--- src/logic/dcr_pkg.sv ---
package dcr_pkg;
    localparam int          NCH          = 31;
    localparam int          FLASH_CH     = 21;
    localparam int          TRIG_CH0     = 27;
    localparam int          TRIG_CH1     = 28;
    localparam int          NTRIG        = 2;
    localparam int          NPLA         = 4;
    localparam int          NTMR         = 4;

    // Request-routing window
    localparam logic [31:0] A_TRIG_EN    = 32'h4000_7000;
    localparam logic [31:0] A_TRIG_SEL0  = 32'h4000_7004;
    localparam logic [31:0] A_TRIG_SEL1  = 32'h4000_7008;
    localparam logic [31:0] A_PLA_EN     = 32'h4000_700c;
    localparam logic [31:0] A_TMR_EN     = 32'h4000_7010;
    localparam logic [31:0] A_TMR_TYPE   = 32'h4000_7014;
    localparam logic [31:0] A_TRIG_BURST = 32'h4000_7018;
    // Controller window
    localparam logic [31:0] A_STAT       = 32'h4004_0000;
    localparam logic [31:0] A_CFG        = 32'h4004_0004;
    localparam logic [31:0] A_PDB        = 32'h4004_0008;
    localparam logic [31:0] A_ADB        = 32'h4004_000c;
    localparam logic [31:0] A_SW_REQ     = 32'h4004_0014;
    localparam logic [31:0] A_MSK_SET    = 32'h4004_0020;
    localparam logic [31:0] A_MSK_CLR    = 32'h4004_0024;
    localparam logic [31:0] A_EN_SET     = 32'h4004_0028;
    localparam logic [31:0] A_EN_CLR     = 32'h4004_002c;
    localparam logic [31:0] A_ALT_SET    = 32'h4004_0030;
    localparam logic [31:0] A_ALT_CLR    = 32'h4004_0034;
    localparam logic [31:0] A_PRI_SET    = 32'h4004_0038;
    localparam logic [31:0] A_PRI_CLR    = 32'h4004_003c;
    localparam logic [31:0] A_CHERR_CLR  = 32'h4004_0048;
    localparam logic [31:0] A_BUSERR_CLR = 32'h4004_004c;
    localparam logic [31:0] A_INVD_CLR   = 32'h4004_0050;
    localparam logic [31:0] A_FLASH_CTRL = 32'h4004_0100;
    localparam logic [31:0] A_BS_SET     = 32'h4004_0800;
    localparam logic [31:0] A_BS_CLR     = 32'h4004_0804;
    localparam logic [31:0] A_SDEC_SET   = 32'h4004_0810;
    localparam logic [31:0] A_SDEC_CLR   = 32'h4004_0814;
    localparam logic [31:0] A_DDEC_SET   = 32'h4004_0818;
    localparam logic [31:0] A_DDEC_CLR   = 32'h4004_081c;
    localparam logic [31:0] A_REV_ID     = 32'h4004_0fe0;

    localparam logic [31:0] STAT_RST     = 32'h001e_0000;
    localparam logic [4:0]  STAT_CH_TOP  = 5'h1e;
    localparam int          STAT_CH_LSB  = 16;
    localparam logic [31:0] ADB_RST      = 32'h0000_0200;
    localparam logic [31:0] PDB_RST      = 32'h0000_0000;
    localparam logic [7:0]  SEL_TMR_BASE = 8'h04;
    localparam int          FLASH_IRQ_EN = 0;
    localparam int          FLASH_BLOCK  = 1;
endpackage

--- src/logic/dcr_top.sv ---
// Design decision made here: register access over Wishbone.
`timescale 1ns/1ps
// Contract
// - Enable-clear bit aborts only that channel
// - Channel 21 does flash keyhole writes
// - Flash channel done raises enabled interrupt
// - Select register picks trigger zero source
// - Four options map to four PLA sources
// - Exponent sets transfers per request
// - Alternate base read-only, resets 0x200
// - Primary base read-write, resets zero
// - Writing one raises software request
// - Enable, mask, alternate: set and clear
// - Priority set/clear both write-only
// - Swap and decrements: set and clear
// - Error flags readable, cleared separately
// - Routing registers all reset to zero
// - Status bits 20:16 show channels less one
// - Software request clears when transfer completes
// - Trigger channels are 27 and 28
module dcr_top
    import dcr_pkg::*;
#(
    parameter logic [31:0] REVISION = 32'h0000_0010 // Arbitrary value
) (
    input  wire logic             ref_clk,
    input  wire logic             rst_n,
    input  wire logic             wb_cyc_i,
    input  wire logic             wb_stb_i,
    input  wire logic             wb_we_i,
    input  wire logic [31:0]      wb_adr_i,
    input  wire logic [3:0]       wb_sel_i,
    input  wire logic [31:0]      wb_dat_i,
    output logic      [31:0]      wb_dat_o,
    output logic                  wb_ack_o,
    input  wire logic [NCH-1:0]   periph_req,
    input  wire logic [NCH-1:0]   chan_done,
    input  wire logic [NCH-1:0]   chan_err_evt,
    input  wire logic [NCH-1:0]   inv_desc_evt,
    input  wire logic             bus_err_evt,
    input  wire logic [NPLA-1:0]  pla_req,
    input  wire logic [NTMR-1:0]  timer_req,
    output logic      [NCH-1:0]   dma_req,
    output logic      [NCH-1:0]   chan_enable,
    output logic      [NCH-1:0]   chan_abort,
    output logic      [NCH-1:0]   chan_mask,
    output logic      [NCH-1:0]   chan_alt,
    output logic      [NCH-1:0]   chan_pri,
    output logic      [NCH-1:0]   byte_swap,
    output logic      [NCH-1:0]   src_dec,
    output logic      [NCH-1:0]   dst_dec,
    output logic                  ctrl_enable,
    output logic      [31:0]      primary_base,
    output logic      [31:0]      alternate_base,
    output logic      [10:0]      burst_len_zero,
    output logic      [10:0]      burst_len_one,
    output logic                  flash_block_sel,
    output logic                  flash_dma_irq
);

    typedef struct packed {
        logic            ack;
        logic [31:0]     rdata;
        logic            men;
        logic [31:0]     pdb;
        logic [NCH-1:0]  sw_req;
        logic [NCH-1:0]  mask;
        logic [NCH-1:0]  en;
        logic [NCH-1:0]  alt;
        logic [NCH-1:0]  pri;
        logic [NCH-1:0]  cherr;
        logic            buserr;
        logic [NCH-1:0]  invd;
        logic [NCH-1:0]  bs;
        logic [NCH-1:0]  sdec;
        logic [NCH-1:0]  ddec;
        logic [7:0]      trig_en;
        logic [7:0]      sel0;
        logic [7:0]      sel1;
        logic [7:0]      pla_en;
        logic [7:0]      tmr_en;
        logic [15:0]     ttype;
        logic [7:0]      burst;
        logic [1:0]      flash;
        logic            irq;
        logic [NCH-1:0]  abort;
        logic [NCH-1:0]  req;
        logic [NTMR-1:0] tmr_prev;
    } dcr_state_type;

    dcr_state_type   st_q;
    dcr_state_type   st_d;
    logic            acc;
    logic            wr;
    logic [31:0]     wmask;
    logic [31:0]     wd;
    logic [NCH-1:0]  wch;
    logic [NTMR-1:0] tmr_evt;
    logic [NTRIG-1:0] trig_hit;
    logic [7:0]      trig_sel [NTRIG];

    ////////////////////////////////////////////////////////////////////////
    // Bus strobes

    // One access per handshake; ack drops the cycle after it rose
    assign acc   = wb_cyc_i && wb_stb_i && !st_q.ack;
    assign wr    = acc && wb_we_i;
    assign wmask = {{8{wb_sel_i[3]}}, {8{wb_sel_i[2]}},
                    {8{wb_sel_i[1]}}, {8{wb_sel_i[0]}}};
    assign wd    = wb_dat_i & wmask;
    assign wch   = wd[NCH-1:0];

    ////////////////////////////////////////////////////////////////////////
    // Request routing

    assign trig_sel[0] = st_q.sel0;
    assign trig_sel[1] = st_q.sel1;

    genvar gi;
    generate
        for (gi = 0; gi < NTMR; gi++) begin : g_tmr
            // Odd type bits are spare; even bit picks edge over level
            assign tmr_evt[gi] = st_q.ttype[2*gi] ?
                timer_req[gi] && !st_q.tmr_prev[gi] : timer_req[gi];
        end
        for (gi = 0; gi < NTRIG; gi++) begin : g_trig
            // Options 0..3 are the four PLA sources' requests
            assign trig_hit[gi] = st_q.trig_en[gi] && (
                (trig_sel[gi] < SEL_TMR_BASE) ?
                st_q.pla_en[trig_sel[gi][1:0]] && pla_req[trig_sel[gi][1:0]] :
                (trig_sel[gi] < SEL_TMR_BASE + 8'h04) &&
                st_q.tmr_en[trig_sel[gi][1:0]] &&
                tmr_evt[trig_sel[gi][1:0]]);
        end
    endgenerate

    ////////////////////////////////////////////////////////////////////////
    // Next state

    always_comb begin
        logic [NCH-1:0] src;
        src  = periph_req;
        st_d = st_q;
        src[TRIG_CH0] = trig_hit[0];
        src[TRIG_CH1] = trig_hit[1];
        st_d.ack      = acc;
        st_d.abort    = '0;
        st_d.tmr_prev = timer_req;
        // Completion drops software requests; a new write below wins
        st_d.sw_req   = st_q.sw_req & ~chan_done;
        st_d.cherr    = st_q.cherr | chan_err_evt;
        st_d.invd     = st_q.invd | inv_desc_evt;
        st_d.buserr   = st_q.buserr | bus_err_evt;
        st_d.irq      = chan_done[FLASH_CH] && st_q.flash[FLASH_IRQ_EN];
        if (acc) begin
            st_d.rdata = 32'h0000_0000;
            case (wb_adr_i)
                A_TRIG_EN:    st_d.rdata = {24'h0, st_q.trig_en};
                A_TRIG_SEL0:  st_d.rdata = {24'h0, st_q.sel0};
                A_TRIG_SEL1:  st_d.rdata = {24'h0, st_q.sel1};
                A_PLA_EN:     st_d.rdata = {24'h0, st_q.pla_en};
                A_TMR_EN:     st_d.rdata = {24'h0, st_q.tmr_en};
                A_TMR_TYPE:   st_d.rdata = {16'h0, st_q.ttype};
                A_TRIG_BURST: st_d.rdata = {24'h0, st_q.burst};
                A_STAT:       st_d.rdata = STAT_RST |
                                           {31'h0, st_q.men};
                A_PDB:        st_d.rdata = st_q.pdb;
                A_ADB:        st_d.rdata = ADB_RST;
                A_MSK_SET:    st_d.rdata = {1'b0, st_q.mask};
                A_EN_SET:     st_d.rdata = {1'b0, st_q.en};
                A_ALT_SET:    st_d.rdata = {1'b0, st_q.alt};
                A_CHERR_CLR:  st_d.rdata = {1'b0, st_q.cherr};
                A_BUSERR_CLR: st_d.rdata = {31'h0, st_q.buserr};
                A_INVD_CLR:   st_d.rdata = {1'b0, st_q.invd};
                A_FLASH_CTRL: st_d.rdata = {30'h0, st_q.flash};
                A_BS_SET:     st_d.rdata = {1'b0, st_q.bs};
                A_SDEC_SET:   st_d.rdata = {1'b0, st_q.sdec};
                A_DDEC_SET:   st_d.rdata = {1'b0, st_q.ddec};
                A_REV_ID:     st_d.rdata = REVISION;
                default:      st_d.rdata = 32'h0000_0000;
            endcase
        end
        if (wr) begin
            st_d.rdata = 32'h0000_0000;
            // Set/clear writes touch only the one bits, sel-gated
            case (wb_adr_i)
                A_TRIG_EN:    st_d.trig_en = (st_q.trig_en & ~wmask[7:0]) |
                                             wd[7:0];
                A_TRIG_SEL0:  st_d.sel0   = (st_q.sel0 & ~wmask[7:0]) | wd[7:0];
                A_TRIG_SEL1:  st_d.sel1   = (st_q.sel1 & ~wmask[7:0]) | wd[7:0];
                A_PLA_EN:     st_d.pla_en = (st_q.pla_en & ~wmask[7:0]) |
                                            wd[7:0];
                A_TMR_EN:     st_d.tmr_en = (st_q.tmr_en & ~wmask[7:0]) |
                                            wd[7:0];
                A_TMR_TYPE:   st_d.ttype  = (st_q.ttype & ~wmask[15:0]) |
                                            wd[15:0];
                A_TRIG_BURST: st_d.burst  = (st_q.burst & ~wmask[7:0]) |
                                            wd[7:0];
                // Clearing the enable here can wreck descriptors in flight
                A_CFG:        if (wb_sel_i[0]) st_d.men = wd[0];
                A_PDB:        st_d.pdb  = (st_q.pdb & ~wmask) | wd;
                A_SW_REQ:     st_d.sw_req = st_d.sw_req | wch;
                A_MSK_SET:    st_d.mask = st_q.mask | wch;
                A_MSK_CLR:    st_d.mask = st_q.mask & ~wch;
                A_EN_SET:     st_d.en   = st_q.en | wch;
                A_EN_CLR: begin
                    st_d.en    = st_q.en & ~wch;
                    st_d.abort = st_q.en & wch;
                end
                A_ALT_SET:    st_d.alt  = st_q.alt | wch;
                A_ALT_CLR:    st_d.alt  = st_q.alt & ~wch;
                A_PRI_SET:    st_d.pri  = st_q.pri | wch;
                A_PRI_CLR:    st_d.pri  = st_q.pri & ~wch;
                // Events in the clearing cycle survive
                A_CHERR_CLR:  st_d.cherr = (st_q.cherr & ~wch) | chan_err_evt;
                A_BUSERR_CLR: st_d.buserr = (st_q.buserr & ~wd[0]) |
                                            bus_err_evt;
                A_INVD_CLR:   st_d.invd = (st_q.invd & ~wch) | inv_desc_evt;
                A_FLASH_CTRL: st_d.flash = (st_q.flash & ~wmask[1:0]) |
                                           wd[1:0];
                A_BS_SET:     st_d.bs   = st_q.bs | wch;
                A_BS_CLR:     st_d.bs   = st_q.bs & ~wch;
                A_SDEC_SET:   st_d.sdec = st_q.sdec | wch;
                A_SDEC_CLR:   st_d.sdec = st_q.sdec & ~wch;
                A_DDEC_SET:   st_d.ddec = st_q.ddec | wch;
                A_DDEC_CLR:   st_d.ddec = st_q.ddec & ~wch;
                default:      st_d.men  = st_q.men;
            endcase
        end
        // Mask blocks hardware requests only; software ones still pass
        st_d.req = ((src & ~st_q.mask) | st_q.sw_req) & st_q.en &
                   {NCH{st_q.men}};
    end

    always_ff @(posedge ref_clk) begin
        if (!rst_n) begin
            st_q      <= '0;
            st_q.pdb  <= PDB_RST;
        end else begin
            st_q <= st_d;
        end
    end

    ////////////////////////////////////////////////////////////////////////
    // Outputs

    assign wb_ack_o        = st_q.ack;
    assign wb_dat_o        = st_q.rdata;
    assign dma_req         = st_q.req;
    assign chan_enable     = st_q.en;
    assign chan_abort      = st_q.abort;
    assign chan_mask       = st_q.mask;
    assign chan_alt        = st_q.alt;
    assign chan_pri        = st_q.pri;
    assign byte_swap       = st_q.bs;
    assign src_dec         = st_q.sdec;
    assign dst_dec         = st_q.ddec;
    assign ctrl_enable     = st_q.men;
    assign primary_base    = st_q.pdb;
    assign alternate_base  = ADB_RST;
    // Exponent n gives 2**n transfers per request; values above 10 saturate
    assign burst_len_zero  = (st_q.burst[3:0] > 4'ha) ? 11'h400 :
                             11'h001 << st_q.burst[3:0];
    assign burst_len_one   = (st_q.burst[7:4] > 4'ha) ? 11'h400 :
                             11'h001 << st_q.burst[7:4];
    assign flash_block_sel = st_q.flash[FLASH_BLOCK];
    assign flash_dma_irq   = st_q.irq;
endmodule

--- config.mk ---
export PLATFORM = sky130hd
export DESIGN_NAME = dcr_top
export DESIGN_NICKNAME = d
export VERILOG_FILES = /design/src/logic/dcr_pkg.sv /design/src/logic/dcr_top.sv
export SDC_FILE = /design/constraint.sdc
export NUM_CORES = 1
export LEC_CHECK = 0
export ABC_CLOCK_PERIOD_IN_PS = 3500
export BUFFER_PORTS_ARGS = -buffer_cell sky130_fd_sc_hd__buf_2
export CAP_MARGIN = 20
export CORE_AREA = 2 2 233 235
export CTS_CLUSTER_DIAMETER = 100
export DETAILED_ROUTE_END_ITERATION = 8
export DIE_AREA = 0 0 235 237
export HOLD_SLACK_MARGIN = 0.06
export PLACE_DENSITY = 0.7
export SETUP_SLACK_MARGIN = 0.4
export SLEW_MARGIN = 20
export SYNTH_ARGS = -nofsm -noshare
export SYNTH_HDL_FRONTEND = slang
export SYNTH_SLANG_ARGS = --single-unit
--- constraint.sdc ---
create_clock -name ref_clk -period 3.5 [get_ports ref_clk]
set_clock_uncertainty 0.15 [all_clocks]
set_input_delay 0.35 -clock ref_clk [delete_from_list [all_inputs] [get_ports ref_clk]]
set_output_delay 0.35 -clock ref_clk [all_outputs]
set_load 0.05 [all_outputs]
-- Word-level counts from Yosys, hierarchy flattened
Index checks and enable logic that the tools add are counted.
- flip-flop bits (word level): 510
- latch bits: 0
- memory bits (writable): 0
- bits in read-only memories: 0
- logic and storage cells: 220
- memories: 0
- $add $sub $neg: 0
- multipliers: 0
- divide/modulo/power cells: 0
- $lt $le $gt $ge: 10
- eq/ne operators: 31
- shift-type cells: 2
- multiplexer cells: 45
- bitwise gates (word level): 58
- reductions and logical operators: 47
- operators by type and width (operator ; number):
    $eq 32x31->1 const B ; 31
    $pmux 32 s21 ; 1
    $and 31x31->31 ; 14
    $pmux 31 s2 ; 7
    $or 31x31->31 ; 13
    $mux 377 ; 1
    $mux 31 ; 3
    $not 31->31 ; 3
    $and 32x32->32 ; 2
    $and 8x8->8 ; 6
    $mux 8 ; 6
    $or 8x8->8 ; 6
    $not 32->32 ; 1
    $or 32x32->32 ; 1
    $reduce_and 2->1 ; 16
    $mux 11 ; 2
    $shl 1x4->11 const A ; 2
    $and 16x16->16 ; 1
    $bmux 1 s2 ; 8
    $logic_and 1x1->1 ; 16
    $lt 8x3->1 const B ; 2
    $lt 8x4->1 const B ; 2
    $mux 16 ; 1
    $not 16->16 ; 1
    other kinds (17) ; 47

-- Longest topological paths before layout
- word-level depth: 12
- depth in mapped cells: 10
- gate-level depth less buffers: 7

-- Least setup slack after synthesis
No wires, ideal clock.
- kind: in2reg
- from: input port wb_adr_i[5]
- to: register st_q, in the netlist wb_dat_o[3]
- arrival: 2411 ps
- slack: 864 ps
- stages on the path: 9
- buffers on the path: 3
- path through: clkbuf_1 > or4b_2 > buf_2 > nor3_1 > a221oi_1 > o2111ai_2 > nand3_1 > buf_2 > a22oi_2
- word-level cells in the longest chain between the ends: 2
- elaborated cells on any way between the ends: 22
- those cells by class: eq/ne: 21; mux: 1
- RTL lines (element ; RTL line ; RTL):
    start, declared ; dcr_top.sv:31 ; input wire logic [31:0] wb_adr_i,
    $eq 32x31->1 ; dcr_top.sv:157 ; case (wb_adr_i)
    $pmux 32 s21 (*) ; dcr_top.sv:157 ;
    end signal, assigned ; dcr_top.sv:240 ; st_q <= st_d;
    end, declared ; dcr_top.sv:91 ; dcr_state_type st_q;
Every way passes the cells marked *; elsewhere a longest branch is shown, timed or not.
A chain may end at the register's enable or synchronous reset.

==> report_table.html <==
<table>
<tr><th>Metric</th><th>Value</th></tr>
<tr><th colspan="2">Outcome</th></tr>
<tr><td>Result of the run</td><td>finished clean</td></tr>
<tr><th colspan="2">Hold path</th></tr>
<tr><td>Hold WC Path Type</td><td>input pin to flop</td></tr>
<tr><th colspan="2">Timing</th></tr>
<tr><td>Worst slew margin relative to its limit</td><td>35.9%</td></tr>
<tr><td>Max Transition Viols Final</td><td>0</td></tr>
<tr><td>Unrepaired setup endpoints after global routing</td><td>false</td></tr>
<tr><td>Total setup violations reported at the end of the flow</td><td>0</td></tr>
<tr><td>Upper clock frequency limit</td><td>0.337 GHz</td></tr>
<tr><td>Post-Route Setup TNS</td><td>0 ps</td></tr>
<tr><td>Slew @ Worst Pin</td><td>961 ps</td></tr>
<tr><td>Final worst-path cycle share</td><td>84.7%</td></tr>
<tr><td>Minimum clock period after layout</td><td>2960 ps</td></tr>
<tr><td>Final Hold Vio Count</td><td>0</td></tr>
<tr><th colspan="2">Detailed routing</th></tr>
<tr><td>DRC viols</td><td>0</td></tr>
<tr><td>First-pass detailed-route iteration total</td><td>8</td></tr>
<tr><td>Average routed wire per standard cell</td><td>23.7 um</td></tr>
<tr><td>Post-detailed-routing wire length</td><td>97.2 mm</td></tr>
<tr><td>Antenna viol nets, final</td><td>0</td></tr>
<tr><td>Vias per inst</td><td>5.86</td></tr>
<tr><td>Via count</td><td>24100</td></tr>
<tr><td>Number of design-rule violations left by the first detailed-router iteration</td><td>3464</td></tr>
<tr><th colspan="2">Critical path</th></tr>
<tr><td>Class of the most critical setup path</td><td>flop to flop</td></tr>
<tr><td>Maximum fanout along the worst path</td><td>15</td></tr>
<tr><td>Crit path largest cell delay</td><td>540 ps</td></tr>
<tr><td>Setup crit end kind</td><td>flop</td></tr>
<tr><td>Critical path data required time</td><td>3860 ps</td></tr>
<tr><td>Arrival time of data at the critical path endpoint</td><td>3330 ps</td></tr>
<tr><td>Slowest-stage cell, CP</td><td>sky130_fd_sc_hd__or3b_1</td></tr>
<tr><td>Ordered cell list for the critical path</td><td>and3b_1, nand2_2, or3b_1, or2_2, buf_4, o21ai_0, nor2_1</td></tr>
<tr><td>Worst setup SP type</td><td>flop</td></tr>
<tr><th colspan="2">Logic synthesis</th></tr>
<tr><td>Number of enable-type register cells in the synthesized netlist</td><td>0</td></tr>
<tr><td>Synth Cell Area</td><td>0.0238 mm^2</td></tr>
<tr><td>Portion of synthesized cell area occupied by the leading cell type</td><td>42.8%</td></tr>
<tr><td>Post-Synthesis Cells</td><td>3036</td></tr>
<tr><td>Count of cell types in the netlist</td><td>62</td></tr>
<tr><td>Part of the Yosys area used for sequential elements</td><td>42.8%</td></tr>
<tr><td>Synth async-reset ratio</td><td>0%</td></tr>
<tr><td>Synthesized area per cell</td><td>7.85 um^2</td></tr>
<tr><td>Dominant synthesized flop cell</td><td>sky130_fd_sc_hd__dfxtp_1</td></tr>
<tr><td>Cell accounting for the most synthesized area</td><td>sky130_fd_sc_hd__dfxtp_1</td></tr>
<tr><td>Largest cells by area after synthesis</td><td>sky130_fd_sc_hd__dfxtp_1 43%, sky130_fd_sc_hd__buf_4 12%, sky130_fd_sc_hd__a21oi_1 8.2%</td></tr>
<tr><td>Synth warnings</td><td>0</td></tr>
<tr><td>Post-synthesis sequential element count</td><td>510</td></tr>
<tr><th colspan="2">Global route</th></tr>
<tr><td>Number of global-route vias before repair</td><td>22200</td></tr>
<tr><td>Number of antenna violations at the first check in global routing</td><td>4</td></tr>
<tr><td>Remaining Overflow, GRT</td><td>0</td></tr>
<tr><td>Pin count of the biggest net entering global routing</td><td>173</td></tr>
<tr><td>First-pass GRT wire length</td><td>141 mm</td></tr>
<tr><td>Total global routing track utilization</td><td>33.0%</td></tr>
<tr><th colspan="2">Power and ir drop</th></tr>
<tr><td>Peak VDD IR</td><td>0.392 mV</td></tr>
<tr><td>Pleak</td><td>11.7 nW</td></tr>
<tr><td>PwrDens</td><td>456 mW/mm^2</td></tr>
<tr><th colspan="2">Clock network</th></tr>
<tr><td>Buffers inserted by post-CTS timing repair</td><td>0</td></tr>
<tr><td>Buffer depth of the longest clock path</td><td>3</td></tr>
<tr><td>Sink count of the clock tree</td><td>510</td></tr>
<tr><td>Worst-Skew Late Latency</td><td>640 ps</td></tr>
<tr><td>Post-CTS clock slew at the launch and capture registers of the worst setup and hold paths</td><td>60 ps</td></tr>
<tr><td>Clk root buf</td><td>sky130_fd_sc_hd__clkbuf_16</td></tr>
<tr><td>Number of H-tree branching levels</td><td>2</td></tr>
<tr><td>Number of buffers inserted during clock tree synthesis</td><td>55</td></tr>
<tr><td>Hold-fix buffers at CTS</td><td>160</td></tr>
<tr><td>Number of instances resized during post-cts repair</td><td>0</td></tr>
<tr><td>CTS tree</td><td>built</td></tr>
<tr><th colspan="2">Place</th></tr>
<tr><td>Detailed placer's ending HPWL</td><td>65.7 mm</td></tr>
<tr><td>Routability Congestion</td><td>0.954</td></tr>
<tr><td>Buffers on Ports</td><td>572</td></tr>
<tr><td>Total instance count after detailed placement</td><td>3844</td></tr>
<tr><th colspan="2">Die</th></tr>
<tr><td>Die height</td><td>237 um</td></tr>
<tr><td>Die Footprint</td><td>0.0557 mm^2</td></tr>
<tr><td>Placement row count</td><td>85</td></tr>
<tr><td>Initial core utilization</td><td>44.7%</td></tr>
<tr><td>Die span in x</td><td>235 um</td></tr>
<tr><td>Number of primary I/O pins</td><td>607</td></tr>
<tr><td>Floorplan Core Area</td><td>0.0533 mm^2</td></tr>
<tr><th colspan="2">Final layout</th></tr>
<tr><td>Final-stage net count</td><td>3571</td></tr>
<tr><td>Count of placed standard cells in the final layout, fillers left out</td><td>4111</td></tr>
<tr><td>Area growth, synth to finish</td><td>19.8%</td></tr>
<tr><td>Number of fillers in the final layout</td><td>4926</td></tr>
<tr><td>Fraction of final layout cells with drive strength greater than 1</td><td>23.0%</td></tr>
<tr><th colspan="2">Run</th></tr>
<tr><td>Max-Cap Viols</td><td>0</td></tr>
</table>
## metal layers
layer / share of wire [%] / up-vias / routed length [um] / GRT usage, %
met5: 0.011 / - / 11 / 0
met4: 4.5 / 2 / 4360 / 14.6
met3: 12 / 305 / 11300 / 7.58
met2: 45 / 1717 / 43700 / 52.1
met1: 39 / 11300 / 37800 / 43.0
li1: - / 10800 / - / -
## cell usage after synthesis, types with 5 or more instances
library cell and number:
sky130_fd_sc_hd__nor2_1 343, sky130_fd_sc_hd__a22oi_1 73, sky130_fd_sc_hd__nand2b_1 36, sky130_fd_sc_hd__or4_1 5
sky130_fd_sc_hd__buf_4 375, sky130_fd_sc_hd__nand2_1 352, sky130_fd_sc_hd__nor3_1 32, sky130_fd_sc_hd__mux2i_1 5
sky130_fd_sc_hd__o21ai_0 224, sky130_fd_sc_hd__and3_1 50, sky130_fd_sc_hd__a221oi_1 20, sky130_fd_sc_hd__inv_1 38
sky130_fd_sc_hd__clkbuf_1 143, sky130_fd_sc_hd__o21ai_1 19, sky130_fd_sc_hd__nor4_1 10, sky130_fd_sc_hd__nand3_1 109
sky130_fd_sc_hd__and4_1 12, sky130_fd_sc_hd__a211oi_1 12, sky130_fd_sc_hd__a222oi_1 40, sky130_fd_sc_hd__buf_1 13
sky130_fd_sc_hd__nor4b_1 5, sky130_fd_sc_hd__a31oi_1 26, sky130_fd_sc_hd__a32oi_1 6, sky130_fd_sc_hd__o22ai_1 31
sky130_fd_sc_hd__nand4_1 16, sky130_fd_sc_hd__and2_1 42, sky130_fd_sc_hd__a21oi_1 391, sky130_fd_sc_hd__dfxtp_1 510
sky130_fd_sc_hd__nor4_2 6, sky130_fd_sc_hd__buf_2 40
## critical path, delay by kind of cell, from the launching register on
family / cells / cell delay, ps
compound gates: 1 / 200
simple gates: 5 / 1860
buf+inv: 1 / 280
flops: 1 / 330
## stage by stage
stage | worst slack, ps | hold slack, ps | area (um^2) | util [%] | power [W]
floorplan | 864 | 267 | 24000 | - | 0.00637
global placement | 352 | 283 | 25000 | 46.9 | 0.00662
detailed placement | 306 | 287 | 25000 | 46.9 | 0.00663
CTS | 583 | 109 | 28500 | 53.6 | 0.0130
global route | 500 | 173 | 28500 | 53.6 | 0.0134
finish | 536 | 153 | 28500 | 53.6 | 0.0130
## report_power, final
part | internal, W | switching [W]
logic | 0.000292 | 0.000483
registers | 0.00586 | 0.0000305
clock network | 0.00375 | 0.00259
total | 0.00990 | 0.00311
## path summary, 6_finish.rpt
check        slack (ps)                 startpoint  cells past startpoint                   endpoint
max                 540        wb_ack_o$_SDFF_PN0_                      7                       flop
min                 150                wb_sel_i[3]                      3                       flop
max reg2reg         540        wb_ack_o$_SDFF_PN0_                      7                       flop
min reg2reg         290  wb_dat_o[20]$_SDFFE_PP0P_                      2  wb_dat_o[20]$_SDFFE_PP0P_
## layout make-up
cell class	instances	area (um^2)	share of cell area [%]
Sequential cell	510	10200	35.8
Multi-Input combinational cell	1947	10100	35.5
Timing Repair Buffer	813	5220	18.3
Clock buffer	76	1570	5.48
Tap cell	696	871	3.05
Clock inverter	27	407	1.42
Inverter	38	148	0.517
Antenna cell	4	10.0	0.0351
## logic make-up (layout without fill, tap and decap cells)
family	Yosys count	count (layout)	share of synthesized area [%]
multiplexers	8	8	0.446
other	2	36	0.0315
buffers and inverters	609	954	15.7
AO/OA/AOI/OAI	861	861	20.8
AND/OR/NAND/NOR	1046	1046	20.2
flip-flops	510	510	42.8
## cells in the final DEF (no fill, tap or decap), drive strengths merged, types with 12 or more instances in the layout
cell type,instances
nand2,352
and3,50
nor4,17
conb,32
dlygate4sd3,160
buf,653
clkbuf,76
a211oi,12
nand3,109
nor2,343
inv,42
a222oi,40
clkinv,13
nor3,35
o21ai,243
and4,12
o22ai,31
a31oi,26
nand4,16
dfxtp,510
a21oi,392
and2,44
a22oi,74
nand2b,36
a221oi,20
Power figures use the tool's default switching activity.
